--- src/design/ccgms_pkg.sv ---
// Operation
// software copies the control register's upper half into the configuration latch
// three mode bits decode into ratios x4, x3, x2, x5, x1, x1.5, /2, x2.5
// mode 001 derives the cpu clock from the oscillator through a two-to-one prescaler
// in prescaler mode each cpu clock phase lasts one oscillator period
// multiplying modes enable the loop and source the cpu clock from it
// multiplied clock realigns to the input every factor-count oscillator transitions
// each realignment is gradual, never a sudden frequency step
// in host emulation mode the top strap bit is inverted before use
// modes change only from the latch, and the cpu clock stays glitch-free
package ccgms_pkg;

  // ----------------------------------------------------------------
  // timing
  // ----------------------------------------------------------------
  localparam int unsigned CLK_FREQ_MHZ    = 50;
  localparam int unsigned MODE_SETTLE_NS  = 100;
  // least time, so round up to whole cycles
  localparam int unsigned MODE_SETTLE_CYC = (MODE_SETTLE_NS * CLK_FREQ_MHZ + 999) / 1000;
  localparam logic [2:0]  STRAP_WAIT      = 3'h4;

  // ----------------------------------------------------------------
  // register map and fields
  // ----------------------------------------------------------------
  localparam logic [7:0]  RSTCTL_OFF      = 8'h00;
  localparam logic [7:0]  LATCH_OFF       = 8'h04;
  localparam logic [7:0]  STATUS_OFF      = 8'h08;
  localparam logic [15:0] RSTCTL_RESET    = 16'he000;
  localparam logic [7:0]  LATCH_RESET     = 8'he0;
  localparam int unsigned RELOAD_BIT      = 0;
  localparam int unsigned CFG_LSB         = 8;
  localparam int unsigned MODE_LSB        = 5;
  localparam int unsigned EMU_INV_BIT     = 2;
  localparam logic [1:0]  RESP_OKAY       = 2'h0;
  localparam logic [1:0]  RESP_SLVERR     = 2'h2;

  // ----------------------------------------------------------------
  // clock mode codes
  // ----------------------------------------------------------------
  localparam logic [2:0]  MODE_X4         = 3'h7;
  localparam logic [2:0]  MODE_X3         = 3'h6;
  localparam logic [2:0]  MODE_X2         = 3'h5;
  localparam logic [2:0]  MODE_X5         = 3'h4;
  localparam logic [2:0]  MODE_DIRECT     = 3'h3;
  localparam logic [2:0]  MODE_X1_5       = 3'h2;
  localparam logic [2:0]  MODE_PRESCALE   = 3'h1;
  localparam logic [2:0]  MODE_X2_5       = 3'h0;

  typedef enum logic [2:0] {
    KIND_DIRECT   = 3'b001,
    KIND_PRESCALE = 3'b010,
    KIND_PLL      = 3'b100
  } ccgms_kind_t;

  typedef enum logic [1:0] {
    SW_RUN  = 2'b01,
    SW_HOLD = 2'b10
  } ccgms_sw_state_t;

  // ratio as numerator over denominator
  typedef struct packed {
    ccgms_kind_t kind;
    logic [2:0]  num;
    logic [1:0]  den;
  } ccgms_ratio_t;

  // mode field to path and factor
  function automatic ccgms_ratio_t ccgms_decode(input logic [2:0] mode);
    ccgms_ratio_t r;
    r = '{kind: KIND_PLL, num: 3'h4, den: 2'h1};
    unique case (mode)
      MODE_X4:       r = '{kind: KIND_PLL,      num: 3'h4, den: 2'h1};
      MODE_X3:       r = '{kind: KIND_PLL,      num: 3'h3, den: 2'h1};
      MODE_X2:       r = '{kind: KIND_PLL,      num: 3'h2, den: 2'h1};
      MODE_X5:       r = '{kind: KIND_PLL,      num: 3'h5, den: 2'h1};
      MODE_DIRECT:   r = '{kind: KIND_DIRECT,   num: 3'h1, den: 2'h1};
      MODE_X1_5:     r = '{kind: KIND_PLL,      num: 3'h3, den: 2'h2};
      MODE_PRESCALE: r = '{kind: KIND_PRESCALE, num: 3'h1, den: 2'h2};
      MODE_X2_5:     r = '{kind: KIND_PLL,      num: 3'h5, den: 2'h2};
    endcase
    return r;
  endfunction : ccgms_decode

endpackage : ccgms_pkg

--- src/design/ccgms_pll.sv ---
`timescale 1ns/1ps
// digital multiplier: measures the oscillator period in system cycles and
// runs a phase accumulator at num/den times the oscillator rate
module ccgms_pll #(
  parameter int PER_W = 16
) (
  // clock and reset
  input  wire logic             aclk,
  input  wire logic             aresetn,
  // control
  input  wire logic             restart,
  input  wire logic [2:0]       mul_num,
  input  wire logic [1:0]       mul_den,
  // oscillator events, already filtered
  input  wire logic             osc_rise,
  input  wire logic             osc_edge,
  // results
  output logic                  clk_out,
  output logic                  locked,
  output logic [PER_W-1:0]      period
);

  typedef struct packed {
    logic [PER_W-1:0] cnt;
    logic [PER_W-1:0] per;
    logic             have;
    logic [PER_W+3:0] acc;
    logic             clk;
    logic [2:0]       edges;
    logic             up;
    logic             dn;
    logic             lock;
  } ccgms_pll_state_t;

  ccgms_pll_state_t q, d;

  // ----------------------------------------------------------------
  // next state
  // ----------------------------------------------------------------
  always_comb begin
    logic [PER_W-1:0] meas;
    logic [PER_W+3:0] thr;
    logic [PER_W+3:0] inc;
    logic [PER_W+3:0] sum;
    meas = '0;
    thr  = '0;
    inc  = '0;
    sum  = '0;
    d    = q;
    if (q.cnt != '1) begin
      d.cnt = q.cnt + 1'b1;
    end
    // period tracking moves one count per oscillator rise, so the rate drifts, never jumps
    if (osc_rise) begin
      meas  = q.cnt + 1'b1;
      d.cnt = '0;
      if (!q.have) begin
        d.per  = meas;
        d.have = (q.cnt != '1); // a count begun at reset is no period
      end else if (meas > q.per) begin
        d.per = q.per + 1'b1;
      end else if (meas < q.per) begin
        d.per = q.per - 1'b1;
      end
      d.lock = q.have && (meas == q.per);
    end
    // accumulator: 2*num per cycle against per*den gives 2*F toggles per period
    thr = (PER_W+4)'(q.per) * (PER_W+4)'(mul_den);
    inc = (PER_W+4)'({mul_num, 1'b0});
    if (q.up) begin
      inc = inc + 1'b1;
    end else if (q.dn) begin
      inc = inc - 1'b1;
    end
    d.up = 1'b0;
    d.dn = 1'b0;
    if (q.have) begin
      sum = q.acc + inc;
      if (sum >= thr) begin
        d.acc = sum - thr;
        d.clk = ~q.clk;
      end else begin
        d.acc = sum;
      end
    end
    // realign at every num-th oscillator transition by a one-step nudge
    if (osc_edge) begin
      if (q.edges + 1'b1 >= mul_num) begin
        d.edges = '0;
        if (q.have && q.clk) begin
          d.dn = 1'b1;
        end else if (q.have && q.acc != '0) begin
          d.up = 1'b1;
        end
      end else begin
        d.edges = q.edges + 1'b1;
      end
    end
    if (restart) begin
      d = '{cnt: d.cnt, per: d.per, have: d.have, default: '0};
    end
  end

  // ----------------------------------------------------------------
  // state register
  // ----------------------------------------------------------------
  always_ff @(posedge aclk) begin
    if (!aresetn) begin
      q <= '{cnt: '1, default: '0};
    end else begin
      q <= d;
    end
  end

  assign clk_out = q.clk;
  assign locked  = q.lock;
  assign period  = q.per;

endmodule : ccgms_pll

--- src/design/ccgms_top.sv ---
`timescale 1ns/1ps
// cpu clock generator: picks direct, prescaled or multiplied path from the
// configuration latch and switches between them with the clock held low
module ccgms_top #(
  parameter int ADDR_W = 8,
  parameter int PER_W  = 16
) (
  // clock and reset
  input  wire logic              aclk,
  input  wire logic              aresetn,
  // axi4-lite write address
  input  wire logic [ADDR_W-1:0] s_axi_awaddr,
  input  wire logic              s_axi_awvalid,
  output logic                   s_axi_awready,
  // axi4-lite write data
  input  wire logic [31:0]       s_axi_wdata,
  input  wire logic [3:0]        s_axi_wstrb,
  input  wire logic              s_axi_wvalid,
  output logic                   s_axi_wready,
  // axi4-lite write response
  output logic [1:0]             s_axi_bresp,
  output logic                   s_axi_bvalid,
  input  wire logic              s_axi_bready,
  // axi4-lite read address
  input  wire logic [ADDR_W-1:0] s_axi_araddr,
  input  wire logic              s_axi_arvalid,
  output logic                   s_axi_arready,
  // axi4-lite read data
  output logic [31:0]            s_axi_rdata,
  output logic [1:0]             s_axi_rresp,
  output logic                   s_axi_rvalid,
  input  wire logic              s_axi_rready,
  // pins
  input  wire logic              osc_in,
  input  wire logic [2:0]        clock_mode_strap_pins,
  input  wire logic              external_host_mode,
  // clock tree side
  output logic                   cpu_clk,
  output logic                   pll_enable
);

  typedef struct packed {
    // pin synchronisers
    logic [2:0]                osc_s;
    logic                      osc_lvl;
    logic [2:0]                strap_s1;
    logic [2:0]                strap_s2;
    logic [2:0]                strap_s3;
    logic [2:0]                strap_lvl;
    logic [2:0]                ehm_s;
    logic                      ehm_lvl;
    logic [2:0]                strap_cnt;
    logic                      strap_done;
    // registers
    logic [15:0]               rstctl;
    logic [7:0]                latch;
    // mode switching
    logic [2:0]                active;
    ccgms_pkg::ccgms_sw_state_t sw_state;
    logic [7:0]                settle;
    logic                      cpu_clk;
    logic                      pll_en;
    // bus
    logic                      aw_have;
    logic [ADDR_W-1:0]         awaddr;
    logic                      w_have;
    logic [31:0]               wdata;
    logic [3:0]                wstrb;
    logic                      awready;
    logic                      wready;
    logic                      bvalid;
    logic [1:0]                bresp;
    logic                      arready;
    logic                      rvalid;
    logic [31:0]               rdata;
    logic [1:0]                rresp;
  } ccgms_core_state_t;

  ccgms_core_state_t q, d;

  logic                 osc_rise;
  logic                 osc_edge;
  logic                 pll_restart;
  logic                 pll_clk;
  logic                 pll_locked;
  logic [PER_W-1:0]     pll_period;
  ccgms_pkg::ccgms_ratio_t ratio_q;

  // ----------------------------------------------------------------
  // multiplier path
  // ----------------------------------------------------------------
  // ratio of the running mode, never of the latch, so a reload mid-run
  // cannot disturb the multiplier before the switch sequence starts
  assign ratio_q     = ccgms_pkg::ccgms_decode(q.active);
  assign osc_edge    = (q.osc_s[2:1] == {2{~q.osc_lvl}});
  assign osc_rise    = (q.osc_s[2:1] == 2'b11) && !q.osc_lvl;
  assign pll_restart = (q.sw_state == ccgms_pkg::SW_HOLD) || (ratio_q.kind != ccgms_pkg::KIND_PLL);

  ccgms_pll #(
    .PER_W    (PER_W)
  ) u_pll (
    .aclk     (aclk),
    .aresetn  (aresetn),
    .restart  (pll_restart),
    .mul_num  (ratio_q.num),
    .mul_den  (ratio_q.den),
    .osc_rise (osc_rise),
    .osc_edge (osc_edge),
    .clk_out  (pll_clk),
    .locked   (pll_locked),
    .period   (pll_period)
  );

  // ----------------------------------------------------------------
  // next state
  // ----------------------------------------------------------------
  always_comb begin
    logic [15:0]             wr_val;
    logic [ADDR_W-1:0]       wa;
    logic [ADDR_W-1:0]       ra;
    logic [2:0]              strap_val;
    ccgms_pkg::ccgms_ratio_t nr;
    wr_val    = '0;
    wa        = '0;
    ra        = '0;
    strap_val = '0;
    nr        = '0;
    d         = q;

    // pins: three stages, level accepted once stages two and three agree
    d.osc_s    = {q.osc_s[1:0], osc_in};
    d.strap_s1 = clock_mode_strap_pins;
    d.strap_s2 = q.strap_s1;
    d.strap_s3 = q.strap_s2;
    d.ehm_s    = {q.ehm_s[1:0], external_host_mode};
    if (q.osc_s[1] == q.osc_s[2]) begin
      d.osc_lvl = q.osc_s[2];
    end
    if (q.strap_s2 == q.strap_s3) begin
      d.strap_lvl = q.strap_s3;
    end
    if (q.ehm_s[1] == q.ehm_s[2]) begin
      d.ehm_lvl = q.ehm_s[2];
    end

    // straps caught once the synchronisers have filled after reset
    if (!q.strap_done) begin
      if (q.strap_cnt == ccgms_pkg::STRAP_WAIT) begin
        strap_val = q.strap_lvl;
        if (q.ehm_lvl) begin
          strap_val[ccgms_pkg::EMU_INV_BIT] = ~q.strap_lvl[ccgms_pkg::EMU_INV_BIT];
        end
        d.latch[ccgms_pkg::MODE_LSB +: 3] = strap_val;
        d.strap_done = 1'b1;
      end else begin
        d.strap_cnt = q.strap_cnt + 1'b1;
      end
    end

    // write channel: address and data taken in either order
    if (s_axi_awvalid && q.awready) begin
      d.aw_have = 1'b1;
      d.awaddr  = s_axi_awaddr;
    end
    if (s_axi_wvalid && q.wready) begin
      d.w_have = 1'b1;
      d.wdata  = s_axi_wdata;
      d.wstrb  = s_axi_wstrb;
    end
    if (q.bvalid && s_axi_bready) begin
      d.bvalid = 1'b0;
    end
    if (q.aw_have && q.w_have && !q.bvalid) begin
      wa        = {q.awaddr[ADDR_W-1:2], 2'b00};
      d.aw_have = 1'b0;
      d.w_have  = 1'b0;
      d.bvalid  = 1'b1;
      d.bresp   = ccgms_pkg::RESP_SLVERR;
      if (wa == ADDR_W'(ccgms_pkg::RSTCTL_OFF)) begin
        d.bresp = ccgms_pkg::RESP_OKAY;
        wr_val  = q.rstctl;
        for (int i = 0; i < 2; i++) begin
          if (q.wstrb[i]) begin
            wr_val[8*i +: 8] = q.wdata[8*i +: 8];
          end
        end
        // reload strobe is not stored, it only fires the copy
        d.rstctl                       = wr_val;
        d.rstctl[ccgms_pkg::RELOAD_BIT] = 1'b0;
        if (wr_val[ccgms_pkg::RELOAD_BIT]) begin
          d.latch = wr_val[ccgms_pkg::CFG_LSB +: 8];
        end
      end
    end
    d.awready = !d.aw_have && !d.bvalid;
    d.wready  = !d.w_have && !d.bvalid;

    // read channel: one read in flight, answer a cycle after the address
    if (q.rvalid && s_axi_rready) begin
      d.rvalid  = 1'b0;
      d.arready = 1'b1;
    end
    if (s_axi_arvalid && q.arready) begin
      ra        = {s_axi_araddr[ADDR_W-1:2], 2'b00};
      d.arready = 1'b0;
      d.rvalid  = 1'b1;
      d.rresp   = ccgms_pkg::RESP_OKAY;
      d.rdata   = '0;
      if (ra == ADDR_W'(ccgms_pkg::RSTCTL_OFF)) begin
        d.rdata = {16'h0000, q.rstctl};
      end else if (ra == ADDR_W'(ccgms_pkg::LATCH_OFF)) begin
        d.rdata = {24'h000000, q.latch};
      end else if (ra == ADDR_W'(ccgms_pkg::STATUS_OFF)) begin
        d.rdata = {pll_period, 9'h000, pll_locked, q.ehm_lvl, q.pll_en,
                   (q.sw_state == ccgms_pkg::SW_HOLD), q.active};
      end else begin
        d.rresp = ccgms_pkg::RESP_SLVERR;
      end
    end

    // mode switch: leave the old path only while the cpu clock is low
    unique case (q.sw_state)
      ccgms_pkg::SW_RUN: begin
        if (q.latch[ccgms_pkg::MODE_LSB +: 3] != q.active && !q.cpu_clk) begin
          d.sw_state = ccgms_pkg::SW_HOLD;
          d.settle   = 8'(ccgms_pkg::MODE_SETTLE_CYC);
        end
      end
      ccgms_pkg::SW_HOLD: begin
        // resume on a low oscillator so direct drive cannot start with a runt
        if (q.settle != '0) begin
          d.settle = q.settle - 1'b1;
        end else if (!q.osc_lvl) begin
          d.active   = q.latch[ccgms_pkg::MODE_LSB +: 3];
          d.sw_state = ccgms_pkg::SW_RUN;
        end
      end
    endcase

    // cpu clock from the path of the running mode
    nr = ccgms_pkg::ccgms_decode(q.active);
    if (d.sw_state == ccgms_pkg::SW_HOLD || q.sw_state == ccgms_pkg::SW_HOLD) begin
      d.cpu_clk = 1'b0;
    end else begin
      unique case (nr.kind)
        ccgms_pkg::KIND_DIRECT: begin
          d.cpu_clk = q.osc_lvl;
        end
        ccgms_pkg::KIND_PRESCALE: begin
          // one toggle per oscillator rise: each phase is one input period
          if (osc_rise) begin
            d.cpu_clk = ~q.cpu_clk;
          end
        end
        ccgms_pkg::KIND_PLL: begin
          d.cpu_clk = pll_clk;
        end
      endcase
    end
    nr       = ccgms_pkg::ccgms_decode(d.active);
    d.pll_en = (nr.kind == ccgms_pkg::KIND_PLL);
  end

  // ----------------------------------------------------------------
  // state register
  // ----------------------------------------------------------------
  always_ff @(posedge aclk) begin
    if (!aresetn) begin
      q          <= '0;
      q.rstctl   <= ccgms_pkg::RSTCTL_RESET;
      q.latch    <= ccgms_pkg::LATCH_RESET;
      q.active   <= ccgms_pkg::MODE_X4;
      q.sw_state <= ccgms_pkg::SW_RUN;
      q.pll_en   <= 1'b1;
      q.awready  <= 1'b1;
      q.wready   <= 1'b1;
      q.arready  <= 1'b1;
    end else begin
      q <= d;
    end
  end

  // ----------------------------------------------------------------
  // outputs, all straight from the state register
  // ----------------------------------------------------------------
  assign s_axi_awready = q.awready;
  assign s_axi_wready  = q.wready;
  assign s_axi_bvalid  = q.bvalid;
  assign s_axi_bresp   = q.bresp;
  assign s_axi_arready = q.arready;
  assign s_axi_rvalid  = q.rvalid;
  assign s_axi_rdata   = q.rdata;
  assign s_axi_rresp   = q.rresp;
  assign cpu_clk       = q.cpu_clk;
  assign pll_enable    = q.pll_en;

endmodule : ccgms_top

--- config.mk ---
export PLATFORM = sky130hd
export DESIGN_NAME = ccgms_top
export DESIGN_NICKNAME = d
export VERILOG_FILES = /design/src/design/ccgms_pkg.sv /design/src/design/ccgms_pll.sv /design/src/design/ccgms_top.sv
export SDC_FILE = /design/constraint.sdc
export NUM_CORES = 1
export LEC_CHECK = 0
export BUFFER_PORTS_ARGS = -buffer_cell sky130_fd_sc_hd__buf_2
export CORE_AREA = 2 2 147 149
export CTS_CLUSTER_SIZE = 40
export DETAILED_ROUTE_END_ITERATION = 10
export DIE_AREA = 0 0 149 151
export GPL_ROUTABILITY_DRIVEN = 0
export GPL_TIMING_DRIVEN = 0
export HOLD_SLACK_MARGIN = 0.12
export PLACE_DENSITY = 0.78
export SLEW_MARGIN = 5
export SYNTH_ARGS = -nofsm -noshare
export SYNTH_HDL_FRONTEND = slang
export SYNTH_SLANG_ARGS = --single-unit
--- constraint.sdc ---
create_clock -name aclk -period 13.3 [get_ports aclk]
set_clock_uncertainty 0.1 [all_clocks]
set_input_delay 1.995 -clock aclk [delete_from_list [all_inputs] [get_ports aclk]]
set_output_delay 1.995 -clock aclk [all_outputs]
set_load 0.02 [all_outputs]
After elaboration in Yosys (flattened, before gate mapping)
Memory sizes are Yosys's and may differ from the RTL's. A register that Yosys moved wholly into a read port is not among the register bits.
Index checks and enable logic that the tools add are counted.
Operators by class
  add/sub/neg operators: 10
  $mul: 1
  order comparisons: 4
  equality and inequality tests: 23
  multiplexer cells: 49
  bitwise gates (word level): 9
  reductions and logical operators: 37
Operators by type and width (count)
  32-bit 2-to-1 mux: 3
  16-bit 2-to-1 mux: 4
  8-bit 2-to-1 mux: 8
  20-bit 2-to-1 mux: 3
  37-bit 2-to-1 mux: 1
  36-bit 2-to-1 mux: 1
  33-bit 2-to-1 mux: 1
  16-bit by 1-bit adder with 16-bit output (second input constant): 2
  3-bit 2-to-1 mux: 7
  20-bit adder: 1
  20-bit by 18-bit >= comparator with 1-bit output: 1
  10-bit case mux with 2 select lines: 1
  20-bit nonzero test: 1
  20-bit by 18-bit subtractor with 20-bit output: 1
  16-bit by 2-bit multiplier with 18-bit output: 1
  16-bit == test: 1
  16-bit > comparator: 1
  16-bit less-than comparator: 1
  16-bit != test (second input constant): 1
  16-bit by 1-bit subtractor with 16-bit output (second input constant): 1
  1-bit logical AND: 14
  6-bit zero test: 2
  1-bit 2-to-1 mux: 10
  10-bit 2-to-1 mux: 1
  other kinds (33): 65
Word-level totals
  flip-flop bits (word level): 209
  memory bits (read-only): 192
  bits of input ports: 64
  output and inout bits: 43
  word-level logic and storage cells: 177
  memories: 3
Memories
  (no name shown): words 8, bits a word 8, read ports 1, clocked after Yosys merged registers in 1, write ports 0, RTL line ccgms_pkg.sv:71  | unique case (mode)
  (no name shown): words 8, bits a word 8, read ports 1, clocked after Yosys merged registers in 0, write ports 0, RTL line ccgms_pkg.sv:71
  (no name shown): words 8, bits a word 8, read ports 1, clocked after Yosys merged registers in 1, write ports 0, RTL line ccgms_pkg.sv:71

Longest topological paths before layout
Gate-level depths: netlist of run 1.
  depth after elaboration: 7
  depth in mapped cells: 22
  mapped depth without buffers: 21

Cells and area by module
A second synthesis of run 1 with hierarchy kept.
Second synthesis, totals
  cells, all modules: 1476
  area total of the unflattened synthesis: 12191.7 um2
By module, submodules not included
  ccgms_pll: times used 1, cells an instance 865, area an instance 6631.4 um2
  ccgms_top: times used 1, cells an instance 611, area an instance 5560.3 um2

Worst setup path before layout of run 1
No wires, ideal clock.
  path type: reg-to-reg
  from: register u_pll.q[46] in the netlist's numbering
  to: register u_pll.q (netlist bit u_pll.period[15])
  arrival: 4684 ps
  slack: 8379 ps
  cell stages (with the launch flop): 21
  buffers on the path: 0
  clock period less this slack: 4921 ps
  cells stage by stage: dfxtp_1 -> and4_1 -> nand4_1 -> nor2_1 -> nand2_1 -> xor2_1 -> inv_1 -> ha_1 -> a2111oi_0 -> o211ai_1 -> a2111o_1 -> nand3b_1 -> ha_1 -> a211oi_1 -> o21ai_0 -> a31oi_1 -> nor3_1 -> a2111o_1 -> o31ai_1 -> xnor2_1 -> o221ai_1
Between the ends
  longest elaborated chain between the ends: 6
Ends and longest elaborated chain
  start, declared: RTL line ccgms_pll.sv:35  | ccgms_pll_state_t q, d;
  start signal, assigned: RTL line ccgms_pll.sv:109  | q <= '{cnt: '1, default: '0};
  start signal, assigned: RTL line ccgms_pll.sv:111  | q <= d;
  16-bit by 1-bit adder with 16-bit output (*): RTL line ccgms_pll.sv:55  | meas = q.cnt + 1'b1;
  16-bit less-than comparator: RTL line ccgms_pll.sv:62  | end else if (meas < q.per) begin
  16-bit 2-to-1 mux: RTL line ccgms_pll.sv:62
  16-bit 2-to-1 mux: RTL line ccgms_pll.sv:60  | end else if (meas > q.per) begin
  16-bit 2-to-1 mux (*): RTL line ccgms_pll.sv:57  | if (!q.have) begin
  33-bit 2-to-1 mux (*): RTL line ccgms_pll.sv:54  | if (osc_rise) begin
Mark *: on every way between the ends. The rest lies on a longest branch, timed or not.
A chain may end at the register's enable or synchronous reset.

Final worst setup path of run 1
Ends and elaborated chain as after synthesis.

==> metrics.md, run 1 <==
| Metric | Value |
|---|---|
| Worst path bufs/invs | `0` |
| Final setup violation count | `0` |
| Die Wd | `149 um` |
| Crit path capture type | `register` |
| Status | `finished clean` |
| Tcrit/Tclk final | `45.7%` |
| # resized after CTS | `0` |
| Most frequent cells in the layout | `dfxtp_1 (195), nand2_1 (138), ha_1 (96), a21oi_1 (87), nor2_1 (85)` |
| Clock latency on the worst-skew pair | `440 ps` |
| #FFs+latches synth | `195` |
| Die Ht | `151 um` |
| Worst EP required | `13,500 ps` |
| Pleak | `6.10 nW` |
| Max Cap Violations | `0` |
| Max Root-Sink Buffers | `2` |
| Netlist cell types | `65` |
| First-pass GRT wire length | `48.6 mm` |
| DR vias | `10,839` |
| CP Launch Type | `register` |
| CTS sink count | `195` |
| Worst setup margin | `7230 ps` |
| Share of layout cells above drive strength 1 | `11.0%` |
| DP Area | `0.0131 mm^2` |
| CP peak stage delay | `600 ps` |
| Core region area | `0.0208 mm^2` |
| Final Hold Viols | `0` |
| Tot GR Track Use | `27.0%` |
| Antenna cell count | `0` |
| Max-slew violation count | `0` |
| Worst Path Arrival | `6270 ps` |
| Crit Path Category | `register to register` |
| Crit Path Max Fanout | `16` |
| Worst VDD drop | `101 uV` |
| IO Pins | `107` |
| TritonRoute pass-1 iters | `5` |
| Post-CTS Setup Bufs | `0` |
| Placed instance count | `1,831` |
| DRT iter0 DRCs | `732` |
| Unrepaired setup endpoints after global routing | `false` |
| CTS root buf | `clkbuf_16` |
| DP Worst Slack | `7280 ps` |
| Final std cells w/o fill | `1,863` |
| Die Area | `0.0225 mm^2` |
| Final core utilization | `65.9%` |
| # DRC | `0` |
| Post-Synthesis Cells | `1,474` |
| Area Overhead vs Synth | `10.9%` |
| Initial antenna violation count | `0` |
| Asr flop ratio synth | `0%` |
| Port buffer count | `81` |
| WL final | `30.6 mm` |
| Worst-path clk slew | `80 ps` |
| DP HPWL | `23.2 mm` |
| Worst Hold Class | `register to register` |
| Synth Warn # | `0` |
| Number of flops mapped to enable cells by yosys | `0` |
| Vias/cell | `5.82` |
| Fmax | `165 MHz` |
| CTS Buf Count | `17` |
| Row cnt | `53` |
| Overall power | `1.79 mW` |
| Final Critical Period | `6070 ps` |
| Setup TNS | `0 ps` |
| CP Cell Sequence | `and4_1 > nand4_1 > xnor2_1 > ha_1 > a2111oi_0 > o211ai_1 > a2111o_1 > nand3b_1 > ha_1 > a211oi_1 > o21ai_0 > a31oi_1 > nor3_1 > a2111o_1 > o31ai_1 > xnor2_1 > o221ai_1` |
| Nets | `1,739` |
| Fillers | `1,762` |
| Design Area, Final | `0.0137 mm^2` |
| Clock tree from TritonCTS | `built` |
| Area of the mapped netlist | `0.0124 mm^2` |
| Initial Utilization | `59.4%` |
| Main synth FF type | `dfxtp_1` |
| Post-DR wirelength/cell | `16.4 um` |
| Post-Syn Area per Cell | `8.39 um^2` |
| Largest net degree at the start of global routing | `20` |
| CTS Hold Bufs | `0` |
| Vias in the first global route | `9,971` |
| Sequential area share after synthesis | `31.6%` |
| H-tree levels | `4` |
| Pwr Density | `130 mW/mm^2` |
| Commonest non-fill, non-tap cell in the layout | `dfxtp_1` |
| Slowest CP cell | `nand3b_1` |
| Fin Hold WS | `333 ps` |
| Slew HR | `33.5%` |
| CP top delay family | `compound AO/OA/AOI/OAI gates` |
| Worst slew pin tran | `996 ps` |
| DRT antenna net count | `0` |
| Total gr overflow | `0` |
==> power breakdown <==
group,internal (mW),switching [mW],total (mW),leakage (nW)
combinational,0.243,0.348,0.591,4.23
clock,0.274,0.257,0.531,0.284
sequential,0.628,0.0374,0.665,1.59
==> state kept, by name (all words and copies together) (netlist names) <==
name,flops
ratio_q,8
s_axi_rresp,1
s_axi_bvalid,1
s_axi_rdata,32
cpu_clk,1
s_axi_awready,1
q,76
u_pll.clk_out,1
s_axi_bresp,1
u_pll.locked,1
d,10
s_axi_rvalid,1
s_axi_wready,1
s_axi_arready,1
pll_enable,1
u_pll.q,42
u_pll.period,16
==> logic make-up (layout without fill, tap and decap cells) <==
group	count (synthesis)	in the layout	synth area share [%]
AOI/OAI and AO/OA	377	377	20.4
xor gates and xnor gates	82	82	5.81
adders and majority gates	100	100	10.4
buffers and inverters	157	270	5.96
DFF	195	195	31.6
muxes	59	59	4.83
other	1	2	0.0303
and+or+nand+nor	503	503	21.1
==> worst paths after layout <==
kind          startpoint          endpoint  slack (ps)  cells past startpoint
max          u_pll.q[46]  u_pll.period[15]        7230                     17
min               d[141]            d[138]         330                      1
max reg2reg  u_pll.q[46]  u_pll.period[15]        7230                     17
min reg2reg       d[141]            d[138]         330                      1
==> routing by layer <==
metal	share of wire [%]	global-route usage [%]	wire length, um
met4	1.8	7.62	537
met3	5.1	4.28	1570
met1	45	34.7	13700
met2	49	47.1	14900
met5	0	0	0
==> synth_stat cells (10+ instances only) <==
library cell / n / area share, %
o21ai_0: 83 / 3.4
nand2b_1: 15 / 0.76
and3_1: 12 / 0.61
or2_2: 10 / 0.51
nand2_1: 138 / 4.2
nor3b_1: 12 / 0.73
mux2i_1: 54 / 4.4
nand4_1: 13 / 0.66
nor4_1: 13 / 0.66
a21boi_0: 31 / 1.9
o211a_1: 18 / 1.5
or3_1: 11 / 0.56
o211ai_1: 21 / 1.3
buf_4: 37 / 2.2
nor2b_1: 58 / 2.9
ha_1: 96 / 9.7
a22oi_1: 23 / 1.4
dfxtp_1: 195 / 32
and2_1: 53 / 2.7
a211oi_1: 16 / 0.97
inv_1: 62 / 1.9
xnor2_1: 47 / 3.3
nand3_1: 29 / 1.2
a21o_1: 27 / 1.6
a21oi_1: 87 / 3.5
nor3_1: 31 / 1.3
o21a_1: 18 / 1.1
nor2_1: 85 / 2.6
clkbuf_1: 56 / 1.7
xor2_1: 35 / 2.5
==> area by class of cell <==
cell class                      count  area [um^2]  share of cell area (%)
Multi-Input combinational cell   1123         7730                    56.3
Sequential cell                   195         3900                    28.5
Buffer                             95          504                    3.68
Clock buffer                       19          443                    3.23
Timing Repair Buffer               81          405                    2.96
Tap cell                          275          344                    2.51
Inverter                           62          233                    1.70
Clock inverter                     13          156                    1.14
Power figures use the tool's default switching activity.
==> inputs of run 2 (changes only) <==
Settings changed: CORE_AREA 2 2 147 149 to 2 2 153 155, DIE_AREA 0 0 149 151 to 0 0 155 157, PLACE_DENSITY 0.78 to 0.76.
Clock period 13.3 ns to 5.2 ns, I/O delays scaled along.
==> run 2 against run 1 <==
Register-to-register slack got worse by 7000 ps. Worst setup slack lost 7000 ps. Worst hold slack better by 6.4 ps. Wire length grew 4.5%. Largest cell class unchanged. Fmax is 21% higher. Highest routed layer unchanged. Critical path type unchanged. Design area is 3.0% higher. Via count increased by 1.4%. Sequential power grew to 2.6 times the previous value. Die area up 8.2%. Core utilization fell by 3.1 points. Final cell count grew 1.5%. Combinational power grew to 2.9 times the previous value. Critical endpoint is now u_pll.q[7].
==> metrics.md, run 2 (synthesis results as in run 1) <==
| Metric | Value |
|---|---|
| Die Ht | `157 um` |
| CTS Hold Bufs | `0` |
| Die Wd | `155 um` |
| Int Pwr | `3.03 mW` |
| Worst Hold Class | `register to register` |
| DRT antenna net count | `0` |
| Final core utilization | `62.8%` |
| Worst Path Arrival | `5300 ps` |
| Commonest non-fill, non-tap cell in the layout | `dfxtp_1` |
| Setup TNS | `0 ps` |
| Worst slew pin tran | `938 ps` |
| Max-slew violation count | `0` |
| First-pass GRT wire length | `51.2 mm` |
| Flop pwr share | `35.8%` |
| Net Sw Frac | `37.1%` |
| CP Launch Type | `register` |
| Crit Path Category | `register to register` |
| FF-to-FF Start | `u_pll.period[0]` |
| CTS Buf Count | `17` |
| Final Hold Viols | `0` |
| Max reg flops | `76` |
| Post-DR wirelength/cell | `16.9 um` |
| # DRC | `0` |
| Nets | `1,757` |
| Slew HR | `37.3%` |
| Initial antenna violation count | `0` |
| Clock latency on the worst-skew pair | `450 ps` |
| Pleak | `6.25 nW` |
| HP Start | `d[148]` |
| Clock tree from TritonCTS | `built` |
| Max Cap Violations | `0` |
| Worst-path clk slew | `90 ps` |
| Worst EP required | `5490 ps` |
| Net switching power | `1.78 mW` |
| Unrepaired setup endpoints after global routing | `true` |
| Share of layout cells above drive strength 1 | `14.8%` |
| R2R depth | `23` |
| TritonRoute pass-1 iters | `5` |
| H-tree levels | `4` |
| Pwr Density | `340 mW/mm^2` |
| Tcrit/Tclk final | `96.4%` |
| Status | `finished clean` |
| Tot GR Track Use | `26.2%` |
| Vias in the first global route | `10,379` |
| Core region area | `0.0225 mm^2` |
| WL final | `32.0 mm` |
| Final setup violation count | `0` |
| Initial Utilization | `54.9%` |
| DP HPWL | `23.8 mm` |
| DR vias | `10,990` |
| Antenna cell count | `0` |
| DP Area | `0.0131 mm^2` |
| DRT iter0 DRCs | `961` |
| Port buffer count | `81` |
| R2r setup slk | `190 ps` |
| Die Area | `0.0243 mm^2` |
| Worst setup margin | `190 ps` |
| Largest Register | `q` |
| Reg2Reg Capture Point | `u_pll.q[7]` |
| Area Overhead vs Synth | `14.3%` |
| IO Pins | `107` |
| Fillers | `1,931` |
| Combinational Power Share | `35.5%` |
| Design Area, Final | `0.0141 mm^2` |
| Crit path capture type | `register` |
| CTS sink count | `195` |
| Hold EP | `d[149]` |
| Hold depth | `1` |
| Clock share of power | `28.7%` |
| Largest net degree at the start of global routing | `23` |
| Total gr overflow | `0` |
| Fmax | `200 MHz` |
| Vias/cell | `5.81` |
| CTS root buf | `clkbuf_16` |
| Final Critical Period | `5010 ps` |
| Most frequent cells in the layout | `dfxtp_1 (183), nand2_1 (138), ha_1 (93), a21oi_1 (84), buf_2 (82)` |
| Worst VDD drop | `210 uV` |
| Row cnt | `55` |
| DP Worst Slack | `-716 ps` |
| Max Root-Sink Buffers | `2` |
| Crit Path Max Fanout | `9` |
==> run 2: cell types whose count changed in the layout (fill, tap and decap cells not counted), sizes merged <==
cell	change
clkbuf	-2
buf	+19
clkinvlp	-3
bufinv	-1
clkinv	+4
inv	+1
==> run 2: timing repair <==
action,CTS,global route
pin swaps,6,18
setup endpoints to repair,28,24
resized for setup,12,48
buffers inserted,11,8
==> run 2: area by class of cell <==
| cell class | count | area, um^2 | area share, % |
|---|---|---|---|
| sequential | 195 | 3930 | 27.8 |
| clock inverter | 14 | 190 | 1.35 |
| tap | 285 | 357 | 2.52 |
| clock buffer | 18 | 439 | 3.11 |
| multi-input combinational | 1123 | 7910 | 56.0 |
| buffer | 94 | 513 | 3.63 |
| timing repair buffer | 100 | 559 | 3.96 |
| inverter | 62 | 233 | 1.65 |
==> run 2: worst max-delay path by stage <==
stage,start,end,slack [ps]
after floorplan,u_pll.q[46],u_pll.period[15],280
after global placement,u_pll.q[46],u_pll.period[15],-680
after detailed placement,u_pll.q[46],u_pll.period[15],-720
after CTS,u_pll.q[46],u_pll.period[15],30
after global routing,u_pll.q[44],u_pll.period[15],-60
final,u_pll.period[0],u_pll.q[7],190
==> run 2: metrics by stage <==
step / std cells / hold WS (ps) / total power, mW
final: 1891 / 339 / 4.81
after global routing: 1891 / 369 / 5.09
after CTS: 1884 / 338 / 4.65
after detailed placement: 1841 / 318 / 3.22
after global placement: 1841 / 315 / 3.16
after floorplan: 1475 / 312 / 2.86
==> run 2: power by group through the flow <==
| stage | Sequential, mW | Combinational, mW | Clock, mW |
|---|---|---|---|
| 6_report | 1.72 | 1.71 | 1.38 |
| 5_1_grt | 1.73 | 1.90 | 1.46 |
| 4_1_cts | 1.70 | 1.56 | 1.39 |
| 3_5_place_dp | 1.74 | 1.49 | 0 |
| 3_3_place_gp | 1.73 | 1.43 | 0 |
| 2_1_floorplan | 1.72 | 1.15 | 0 |
==> run 2: metal layers <==
metal | vias up | GRT usage (%) | share of wire (%)
met5 | - | 0 | 0
met4 | 0 | 9.13 | 2.3
met3 | 66 | 4.10 | 6.5
met2 | 335 | 44.7 | 48
met1 | 5169 | 33.7 | 43
li1 | 5420 | - | -
==> run 2: critical path, stage by stage, from the launching register on <==
cell and delay [ps]:
dfxtp_4 390, and2_1 160, ha_1 230, fa_2 360
a21o_1 180, a21oi_2 150, nor2b_1 60, o21a_1 210
o41ai_4 320, buf_4 190, o211ai_1 110, a21oi_1 190
xor2_1 90, ha_2 390, nand3_1 120, or3_1 430
nor2_2 120, o31ai_1 110, o211ai_1 180, nor4_4 60
buf_6 150, buf_4 130, or4_1 420, nand3_1 80
